==> config.mk <==
export PLATFORM = sky130hd
export DESIGN_NAME = lcd_drive_ctrl
export DESIGN_NICKNAME = d
export VERILOG_FILES = /design/src/lcd_pkg.sv /design/src/lcd_drive_ctrl.sv /design/src/lcd_tick_gen.sv
export SDC_FILE = /design/constraint.sdc
export NUM_CORES = 1
export LEC_CHECK = 0
export ABC_AREA = 1
export BUFFER_PORTS_ARGS = -buffer_cell sky130_fd_sc_hd__clkbuf_2
export CAP_MARGIN = 20
export CORE_ASPECT_RATIO = 0.9
export CORE_MARGIN = 4
export CORE_UTILIZATION = 51
export CTS_CLUSTER_SIZE = 12
export DETAILED_ROUTE_END_ITERATION = 7
export GPL_ROUTABILITY_DRIVEN = 0
export PLACE_DENSITY = 0.78
export SLEW_MARGIN = 0
export SYNTH_ARGS = -nofsm -noshare
export SYNTH_HDL_FRONTEND = slang
export SYNTH_SLANG_ARGS = --single-unit
==> constraint.sdc <==
create_clock -name mclk_in -period 1.82 [get_ports mclk_in]
set_input_delay 0.182 -clock mclk_in [delete_from_list [all_inputs] [get_ports mclk_in]]
set_output_delay 0.182 -clock mclk_in [all_outputs]
set_load 0.02 [all_outputs]
==> src/lcd_pkg.sv <==
// Shared constants and types for the segment display controller
package lcd_pkg;

  localparam int SEG_COUNT = 27;
  localparam int COM_COUNT = 4;
  localparam int ROW_W     = 2;
  localparam int LVL_W     = 2;
  localparam int PSC_W     = 4;
  localparam int SUB_W     = 7;

  localparam logic [1:0] MUX_STATIC  = 2'h0;
  localparam logic [1:0] MUX_HALF    = 2'h1;
  localparam logic [1:0] MUX_THIRD   = 2'h2;
  localparam logic [1:0] MUX_QUARTER = 2'h3;

  localparam logic [1:0] CLK_SYS       = 2'h0;
  localparam logic [1:0] CLK_SECONDARY = 2'h1;
  localparam logic [1:0] CLK_LOWFREQ   = 2'h2;

  localparam int         SYS_DIV_W = 8;
  localparam logic [7:0] SYS_DIV_LAST = 8'hff;

  // Slot length in prescaled ticks is 32 times k, minus one for the compare
  localparam logic [SUB_W-1:0] SLOT_LAST_STATIC = 7'h7f;
  localparam logic [SUB_W-1:0] SLOT_LAST_HALF   = 7'h3f;
  localparam logic [SUB_W-1:0] SLOT_LAST_MULTI  = 7'h1f;

  localparam logic [LVL_W-1:0] LVL_V0 = 2'h0;
  localparam logic [LVL_W-1:0] LVL_V1 = 2'h1;
  localparam logic [LVL_W-1:0] LVL_V2 = 2'h2;
  localparam logic [LVL_W-1:0] LVL_V3 = 2'h3;

  localparam logic [SEG_COUNT-1:0] PIX_RESET = 27'h0;

  typedef enum logic [1:0] {
    ST_IDLE     = 2'b00,
    ST_RUN      = 2'b01,
    ST_STOPPING = 2'b10
  } run_state_type;

endpackage : lcd_pkg

==> src/lcd_drive_ctrl.sv <==
// Segment display controller: timing, waveforms, pixel store, sleep, pins
//
// Operation
// - A set segment enable bit turns its pin into a segment driver.
// - Set segment enable overrides pin direction; clear leaves direction alone.
// - After reset every segment enable is clear, pins stay digital I/O.
// - Each pixel bit drives one crossing; unused bits are plain storage.
// - Frame rate is clock over k times (prescale value plus one) times 32 times commons.
// - Display clock comes from system clock over 256, crystal or slow oscillator.
// - Waveform keeps zero DC; Type-A per slot, Type-B over two frames.
// - Set pixel gets the higher RMS level, clear pixel the lower one.
// - Interrupt flag rises when the active flag falls at shutdown.
// - Frame interrupt set after pixel fetch, fixed lead before frame boundary.
// - Type-B interrupts on whole phase pairs; disabled writes dropped, error set.
// - No frame interrupts with Type-A or with Type-B static drive.
// - Sleep with stop select set stops at once, all outputs at ground.
// - Clearing enable finishes the frame, drops active, flags, frees the pins.
// - Sleep, stop select clear, system clock: module halts, pins hold pattern.
// - Sleep on oscillator clock keeps displaying; pixel data frozen until wake.
// - Sleeping with interrupt enabled and frame interrupts: wake at frame boundary.
// - Backplane count select picks one to four backplanes; unused ones idle.
// - Waveform type select one means Type-B, zero means Type-A.
`timescale 1ns/1ns
module lcd_drive_ctrl (
  input  wire logic                                  mclk_in,
  input  wire logic                                  rst_b_in,
  input  wire logic                                  module_enable_bit_in,
  input  wire logic                                  sleep_stop_select_in,
  input  wire logic                                  waveform_type_select_in,
  input  wire logic [1:0]                            backplane_count_select_in,
  input  wire logic [1:0]                            clock_select_in,
  input  wire logic [lcd_pkg::PSC_W-1:0]             frame_prescale_value_in,
  input  wire logic                                  display_irq_enable_in,
  input  wire logic                                  display_irq_clear_in,
  input  wire logic                                  write_error_clear_in,
  input  wire logic                                  cpu_sleep_in,
  input  wire logic                                  secondary_crystal_clock_in,
  input  wire logic                                  low_freq_internal_clock_in,
  input  wire logic [lcd_pkg::SEG_COUNT-1:0]         segment_pin_enable_regs_in,
  input  wire logic [lcd_pkg::SEG_COUNT-1:0]         pin_direction_reg_in,
  input  wire logic                                  pixel_wr_in,
  input  wire logic [lcd_pkg::ROW_W-1:0]             pixel_addr_in,
  input  wire logic [lcd_pkg::SEG_COUNT-1:0]         pixel_wdata_in,
  output logic [lcd_pkg::SEG_COUNT-1:0]              pixel_rdata_out,
  output logic                                       module_active_flag_out,
  output logic                                       write_error_flag_out,
  output logic                                       display_irq_flag_out,
  output logic                                       wake_out,
  output logic [lcd_pkg::SEG_COUNT-1:0]              segment_mode_out,
  output logic [lcd_pkg::SEG_COUNT-1:0]              pin_direction_eff_out,
  output logic [lcd_pkg::COM_COUNT-1:0]              backplane_mode_out,
  output logic [lcd_pkg::COM_COUNT*lcd_pkg::LVL_W-1:0] backplane_drive_out,
  output logic [lcd_pkg::SEG_COUNT*lcd_pkg::LVL_W-1:0] pixel_column_drive_out
);

  lcd_pkg::run_state_type state_q;
  lcd_pkg::run_state_type state_d;

  logic [lcd_pkg::SEG_COUNT-1:0] pix_q [lcd_pkg::COM_COUNT];
  logic [lcd_pkg::SEG_COUNT-1:0] shadow_q [lcd_pkg::COM_COUNT];
  logic [lcd_pkg::PSC_W-1:0]     psc_q;
  logic [lcd_pkg::SUB_W-1:0]     sub_q;
  logic [lcd_pkg::ROW_W-1:0]     com_q;
  logic                          pair_q;
  logic                          win_q;
  logic                          write_error_flag_q;
  logic                          irq_q;
  logic                          wake_q;

  logic                          tick;
  logic                          active;
  logic                          halt;
  logic                          stop_now;
  logic                          run_en;
  logic                          step;
  logic                          psc_wrap;
  logic                          slot_end;
  logic                          frame_end;
  logic                          fetch_done;
  logic                          frame_irq_on;
  logic                          shutdown_evt;
  logic                          wr_allowed;
  logic                          phase;
  logic [lcd_pkg::SUB_W-1:0]     slot_last;
  logic [lcd_pkg::SEG_COUNT-1:0] cur_row;

  lcd_tick_gen u_tick (
    .mclk_in                    (mclk_in),
    .rst_b_in                   (rst_b_in),
    .clock_select_in            (clock_select_in),
    .secondary_crystal_clock_in (secondary_crystal_clock_in),
    .low_freq_internal_clock_in (low_freq_internal_clock_in),
    .tick_out                   (tick)
  );

  assign active   = (state_q != lcd_pkg::ST_IDLE);
  assign stop_now = cpu_sleep_in & sleep_stop_select_in;
  // System-clock source cannot run in sleep, whatever the stop select says
  assign halt     = cpu_sleep_in & (sleep_stop_select_in
                    | (clock_select_in == lcd_pkg::CLK_SYS));
  assign run_en   = active & ~halt;
  assign step     = run_en & tick;

  // Frame interrupts exist only for Type-B multiplexed drive
  assign frame_irq_on = waveform_type_select_in
                        & (backplane_count_select_in != lcd_pkg::MUX_STATIC);

  always_comb
  begin
    unique case (backplane_count_select_in)
      lcd_pkg::MUX_STATIC: slot_last = lcd_pkg::SLOT_LAST_STATIC;
      lcd_pkg::MUX_HALF:   slot_last = lcd_pkg::SLOT_LAST_HALF;
      default:             slot_last = lcd_pkg::SLOT_LAST_MULTI;
    endcase
  end

  assign psc_wrap  = step & (psc_q == frame_prescale_value_in);
  assign slot_end  = psc_wrap & (sub_q == slot_last);
  assign frame_end = slot_end & (com_q == backplane_count_select_in);
  // Last slot of a frame pair starts: the data for the pair is consumed
  assign fetch_done = slot_end & pair_q
                      & (com_q == backplane_count_select_in - 2'h1);
  assign shutdown_evt = (state_q == lcd_pkg::ST_STOPPING) & frame_end;

  // Prescaler
  always_ff @(posedge mclk_in or negedge rst_b_in)
  begin
    if (!rst_b_in)
      psc_q <= '0;
    else if (!active || psc_wrap)
      psc_q <= '0;
    else if (step)
      psc_q <= psc_q + 4'h1;
  end

  // Ticks within one backplane slot
  always_ff @(posedge mclk_in or negedge rst_b_in)
  begin
    if (!rst_b_in)
      sub_q <= '0;
    else if (!active || slot_end)
      sub_q <= '0;
    else if (psc_wrap)
      sub_q <= sub_q + 7'h1;
  end

  // Backplane slot and frame parity
  always_ff @(posedge mclk_in or negedge rst_b_in)
  begin
    if (!rst_b_in)
    begin
      com_q  <= '0;
      pair_q <= 1'b0;
    end
    else if (!active)
    begin
      com_q  <= '0;
      pair_q <= 1'b0;
    end
    else if (frame_end)
    begin
      com_q  <= '0;
      pair_q <= ~pair_q;
    end
    else if (slot_end)
      com_q <= com_q + 2'h1;
  end

  always_comb
  begin
    state_d = state_q;
    unique case (state_q)
      lcd_pkg::ST_IDLE:
        if (module_enable_bit_in)
          state_d = lcd_pkg::ST_RUN;
      lcd_pkg::ST_RUN:
        if (!module_enable_bit_in)
          state_d = lcd_pkg::ST_STOPPING;
      lcd_pkg::ST_STOPPING:
        if (frame_end)
          state_d = lcd_pkg::ST_IDLE;
      default:
        state_d = lcd_pkg::ST_IDLE;
    endcase
  end

  always_ff @(posedge mclk_in or negedge rst_b_in)
  begin
    if (!rst_b_in)
      state_q <= lcd_pkg::ST_IDLE;
    else
      state_q <= state_d;
  end

  // Write window runs from the frame interrupt to the pair boundary
  always_ff @(posedge mclk_in or negedge rst_b_in)
  begin
    if (!rst_b_in)
      win_q <= 1'b0;
    else if (!active || frame_end)
      win_q <= 1'b0;
    else if (fetch_done)
      win_q <= 1'b1;
  end

  // Sleep freezes data; Type-B multiplexed only accepts inside the window
  assign wr_allowed = ~cpu_sleep_in
                      & (~active | ~frame_irq_on | win_q);

  generate
    for (genvar r = 0; r < lcd_pkg::COM_COUNT; r++)
    begin : g_row
      always_ff @(posedge mclk_in or negedge rst_b_in)
      begin
        if (!rst_b_in)
          pix_q[r] <= lcd_pkg::PIX_RESET;
        else if (pixel_wr_in && wr_allowed
                 && (pixel_addr_in == r[lcd_pkg::ROW_W-1:0]))
          pix_q[r] <= pixel_wdata_in;
      end

      // Type-B multiplexed reloads only at a pair end to keep frames balanced
      always_ff @(posedge mclk_in or negedge rst_b_in)
      begin
        if (!rst_b_in)
          shadow_q[r] <= lcd_pkg::PIX_RESET;
        else if (!active || (frame_end && (pair_q || !frame_irq_on)))
          shadow_q[r] <= pix_q[r];
      end
    end
  endgenerate

  always_ff @(posedge mclk_in or negedge rst_b_in)
  begin
    if (!rst_b_in)
      pixel_rdata_out <= '0;
    else
      pixel_rdata_out <= pix_q[pixel_addr_in];
  end

  // Set wins over a clear in the same cycle
  always_ff @(posedge mclk_in or negedge rst_b_in)
  begin
    if (!rst_b_in)
      write_error_flag_q <= 1'b0;
    else if (pixel_wr_in && !wr_allowed && !cpu_sleep_in)
      write_error_flag_q <= 1'b1;
    else if (write_error_clear_in)
      write_error_flag_q <= 1'b0;
  end

  always_ff @(posedge mclk_in or negedge rst_b_in)
  begin
    if (!rst_b_in)
      irq_q <= 1'b0;
    else if (shutdown_evt || (fetch_done && frame_irq_on))
      irq_q <= 1'b1;
    else if (display_irq_clear_in)
      irq_q <= 1'b0;
  end

  always_ff @(posedge mclk_in or negedge rst_b_in)
  begin
    if (!rst_b_in)
      wake_q <= 1'b0;
    else
      wake_q <= cpu_sleep_in & display_irq_enable_in
                & frame_irq_on & frame_end;
  end

  assign module_active_flag_out = active;
  assign write_error_flag_out   = write_error_flag_q;
  assign display_irq_flag_out   = irq_q;
  assign wake_out               = wake_q;

  // Type-A flips halfway through each slot, Type-B on each frame
  assign phase   = waveform_type_select_in ? pair_q
                   : (sub_q > (slot_last >> 1));
  assign cur_row = shadow_q[com_q];

  generate
    for (genvar c = 0; c < lcd_pkg::COM_COUNT; c++)
    begin : g_com
      logic used;
      logic [lcd_pkg::LVL_W-1:0] lvl;

      assign used = (c[1:0] <= backplane_count_select_in);
      assign backplane_mode_out[c] = active & used;

      always_comb
      begin
        if (!used)
          lvl = lcd_pkg::LVL_V0;
        else if (com_q == c[lcd_pkg::ROW_W-1:0])
          lvl = phase ? lcd_pkg::LVL_V3 : lcd_pkg::LVL_V0;
        else
          lvl = phase ? lcd_pkg::LVL_V1 : lcd_pkg::LVL_V2;
      end

      always_ff @(posedge mclk_in or negedge rst_b_in)
      begin
        if (!rst_b_in)
          backplane_drive_out[c*lcd_pkg::LVL_W +: lcd_pkg::LVL_W] <= lcd_pkg::LVL_V0;
        else if (!active || stop_now)
          backplane_drive_out[c*lcd_pkg::LVL_W +: lcd_pkg::LVL_W] <= lcd_pkg::LVL_V0;
        else if (!halt)
          backplane_drive_out[c*lcd_pkg::LVL_W +: lcd_pkg::LVL_W] <= lvl;
      end
    end

    for (genvar s = 0; s < lcd_pkg::SEG_COUNT; s++)
    begin : g_seg
      logic [lcd_pkg::LVL_W-1:0] lvl;

      assign segment_mode_out[s] = active & segment_pin_enable_regs_in[s];
      // Segment drivers are outputs regardless of the direction setting
      assign pin_direction_eff_out[s] = segment_mode_out[s] ? 1'b0
                                        : pin_direction_reg_in[s];

      always_comb
      begin
        if (backplane_count_select_in == lcd_pkg::MUX_STATIC)
        begin
          if (cur_row[s])
            lvl = phase ? lcd_pkg::LVL_V0 : lcd_pkg::LVL_V3;
          else
            lvl = phase ? lcd_pkg::LVL_V3 : lcd_pkg::LVL_V0;
        end
        else if (cur_row[s])
          lvl = phase ? lcd_pkg::LVL_V0 : lcd_pkg::LVL_V3;
        else
          lvl = phase ? lcd_pkg::LVL_V2 : lcd_pkg::LVL_V1;
      end

      always_ff @(posedge mclk_in or negedge rst_b_in)
      begin
        if (!rst_b_in)
          pixel_column_drive_out[s*lcd_pkg::LVL_W +: lcd_pkg::LVL_W] <= lcd_pkg::LVL_V0;
        else if (!active || stop_now)
          pixel_column_drive_out[s*lcd_pkg::LVL_W +: lcd_pkg::LVL_W] <= lcd_pkg::LVL_V0;
        else if (!halt)
          pixel_column_drive_out[s*lcd_pkg::LVL_W +: lcd_pkg::LVL_W] <= lvl;
      end
    end
  endgenerate

endmodule : lcd_drive_ctrl

==> src/lcd_tick_gen.sv <==
// Display clock source selection and tick generation
`timescale 1ns/1ns
module lcd_tick_gen (
  input  wire logic       mclk_in,
  input  wire logic       rst_b_in,
  input  wire logic [1:0] clock_select_in,
  input  wire logic       secondary_crystal_clock_in,
  input  wire logic       low_freq_internal_clock_in,
  output logic            tick_out
);

  logic [2:0] sec_sync_q;
  logic [2:0] lfo_sync_q;
  logic [lcd_pkg::SYS_DIV_W-1:0] sys_div_q;
  logic sec_rise;
  logic lfo_rise;
  logic sys_wrap;

  // Stage 0 feeds only stage 1; edges are taken from stages 1 and 2
  always_ff @(posedge mclk_in or negedge rst_b_in)
  begin
    if (!rst_b_in)
    begin
      sec_sync_q <= 3'h0;
      lfo_sync_q <= 3'h0;
    end
    else
    begin
      sec_sync_q <= {sec_sync_q[1:0], secondary_crystal_clock_in};
      lfo_sync_q <= {lfo_sync_q[1:0], low_freq_internal_clock_in};
    end
  end

  always_ff @(posedge mclk_in or negedge rst_b_in)
  begin
    if (!rst_b_in)
      sys_div_q <= '0;
    else
      sys_div_q <= sys_div_q + 8'h1;
  end

  assign sec_rise = sec_sync_q[1] & ~sec_sync_q[2];
  assign lfo_rise = lfo_sync_q[1] & ~lfo_sync_q[2];
  assign sys_wrap = (sys_div_q == lcd_pkg::SYS_DIV_LAST);

  always_comb
  begin
    unique case (clock_select_in)
      lcd_pkg::CLK_SYS:       tick_out = sys_wrap;
      lcd_pkg::CLK_SECONDARY: tick_out = sec_rise;
      default:                tick_out = lfo_rise;
    endcase
  end

endmodule : lcd_tick_gen

==> reports/metrics.csv <==
metric,value,unit
status,finished with violations,
failing checks,setup timing,
Nets,2399,
worst r2r dst,shadow_q[74],
VDD IR max,902,uV
antenna-violating nets left,0,
Post-Syn Nets,2035,
"EDFF count, synth",0,
"Top FF cell, synth",dfrtp_1,
CP required,2290,ps
WL final,56100,um
vias in the first global route,14264,
Tcrit/Tclk final,1.11,
fin worst setup slack,-208,ps
layout cell share with drive strength beyond 1,0.308,
worst slack at placement,-303,ps
fmax,493,MHz
IO Pins,254,
Critical Path Fanout Max,9,
r2r startpoint,u_tick.sys_div_q[0],
Total GRT Usage,0.281,
Synth top cells by count,"533 x nand2_1, 339 x dfrtp_1, 326 x nand3_1, 190 x nor2_1, 167 x o21ai_0",
"Hold Violations, Final",0,
core area,30100,um2
CTS tree,yes,
CTS buffer count,36,
largest net degree at the start of global routing,120,
die area,33600,um2
vias per cell,5.93,
total power,0.0302,W
H-Tree Level Count,2,
Yosys reg bits,339,
sequential share of the synthesized area,0.541,
minimum clock period,2030,ps
clock slew at reported path FFs,60,ps
RSZ-0062 raised after global routing,yes,
synth unique cells,33,
I/O Buffers,253,
top-count cell post-synth,nand2_1,
mean area per synthesized cell,8.17,um2
post-route design area,21700,um2
CP Capture Type,register,
crit path launch type,register,
Clock Skews,20.5,ps
Slew Limit Fails,0,
Worst-Margin Slew,649,ps
Die Y-Extent,174,um
total clock sinks,339,
DR WL/cell,20.7,um
Pleak,11.3,nW
final hold slack,8.36,ps
critical path arrival,2500,ps
dpl cell area,18200,um2
initial antenna violation count,2,
Std-Cell Rows,60,
Longest Clk Path Bufs,3,
DR pass1 iterations,8,
final HPWL from detailed placement,31400,um
Post-Synthesis Cells,1918,
Critical Path Sink,shadow_q[74],
worst setup path start,u_tick.sys_div_q[0],
cell taking the most area after synthesis,dfrtp_1,
R2R Setup Slk,-210,ps
worst rel slew slack,0.563,
Synth async-reset ratio,1.00,
length in cells of the worst reg-to-reg path,13,
final setup vio count,190,
die width,193,um
critical path type,reg -> reg,
Vias,16052,
Worst-Skew Late Latency,530,ps
total power divided by cell area,1390,nW/um2
Synth top area share,0.541,
Mapped Area,15700,um2
setup TNS,-18190,ps
grt ovf,0,
synth warn,0,
largest cells by area after synthesis,"dfrtp_1 54%, nand2_1 13%, nand3_1 10%, o21ai_0 5.3%, nor2_1 4.5%",
first-pass GRT wire length,76300,um
CTS Root Cell,clkbuf_16,
Area Growth Syn to Fin,38.6,%
initial DRC count,2127,
Post-route DRC,0,
worst min path class,in -> reg,
initial core utilization,0.521,
MaxCap Viol Count,0,
==> worst max-delay path, cell delays in order (launching register included) <==
cell     delay [ps]
dfrtp_1         360
ha_2            210
nand3_4         100
nor2_4          110
nand2_1          70
nand2_2          80
nand2_2          70
nor2_4          120
nand3_2         110
nand2_4         180
buf_12          180
buf_8           130
nand3_1         140
nand2_1         110
==> report_power, final <==
group	total, W	internal (W)	switching, W
clock network	0.00702	0.00401	0.00301
registers	0.0114	0.00976	0.00168
logic	0.0118	0.00461	0.00718
==> cell type report <==
class / count / area [um2]
Antenna cell: 1 / 2.50
Clock buffer: 51 / 1010
Tap cell: 403 / 504
Fill cell: 2010 / 8380
Sequential cell: 339 / 8480
Timing Repair Buffer: 446 / 3860
Clock inverter: 7 / 90.1
Multi-Input combinational cell: 1338 / 7320
Inverter: 121 / 457
==> cell families after synthesis <==
kind of cell             after synthesis  synth area share
multiplexers                           1          0.000639
AO/OA/AOI/OAI                        241            0.0859
AND/OR/NAND/NOR                     1067             0.286
XOR/XNOR                              15           0.00838
flip-flops                           339             0.541
buffers and inverters                241            0.0666
adder cells (fa/ha/maj)               14            0.0112
==> cell usage in the layout, fill, tap and decap left out, drive strengths merged, types with 6 or more instances in the layout <==
master	synthesis	layout
dlygate4sd3	0	28
a21oi	8	8
o21ai	181	181
nand2	536	536
buf	66	188
nor2	194	194
nand3	329	329
inv	121	123
ha	14	14
clkbuf	54	280
dfrtp	339	339
nand4	6	6
a22oi	46	46
xnor2	8	8
xor2	7	7
==> through the flow <==
step | instances | util
4_1_cts | 2663 | 0.657
3_3_place_gp | 2572 | 0.603
6_report | 2706 | 0.721
3_5_place_dp | 2572 | 0.603
5_1_grt | 2706 | 0.721
2_1_floorplan | 1918 | -
==> worst min-delay path by stage <==
stage	start	end	slack, ps	cells after the start
6_report	pixel_wdata_in[8]	pix_q[62]	8	3
5_1_grt	pixel_wdata_in[8]	pix_q[62]	40	3
4_1_cts	pixel_wdata_in[8]	pix_q[62]	0.5	3
3_5_place_dp	rst_b_in	shadow_q[70]	140	1
3_3_place_gp	rst_b_in	shadow_q[70]	150	1
2_1_floorplan	rst_b_in	backplane_drive_out[0]	-110	0
==> registers in the layout (all words and copies together), names as in the netlist, 4 cells and up <==
register,flops
sub_q,7
pixel_rdata_out,27
psc_q,4
backplane_drive_out,8
shadow_q,108
u_tick.sys_div_q,8
pixel_column_drive_out,54
pix_q,108
==> layer usage <==
metal / track usage / vias to the layer above / part of all wire
li1: - / 7004 / -
met1: 0.409 / 7662 / 0.38
met2: 0.425 / 1161 / 0.45
met3: 0.0755 / 223 / 0.13
met4: 0.0648 / 2 / 0.038
met5: 0 / - / 0.00012
==> what timing repair did <==
item / CTS / global route
pin swaps: 0 / 79
endpoints found under the hold margin: 147 / 0
gates cloned: 3 / 30
gates resized for setup: 35 / 369
endpoints found under the setup margin: 210 / 235
setup buffers: 2 / 13
hold buffers: 28 / 0
Note: power is estimated with default switching activity, not from simulation.
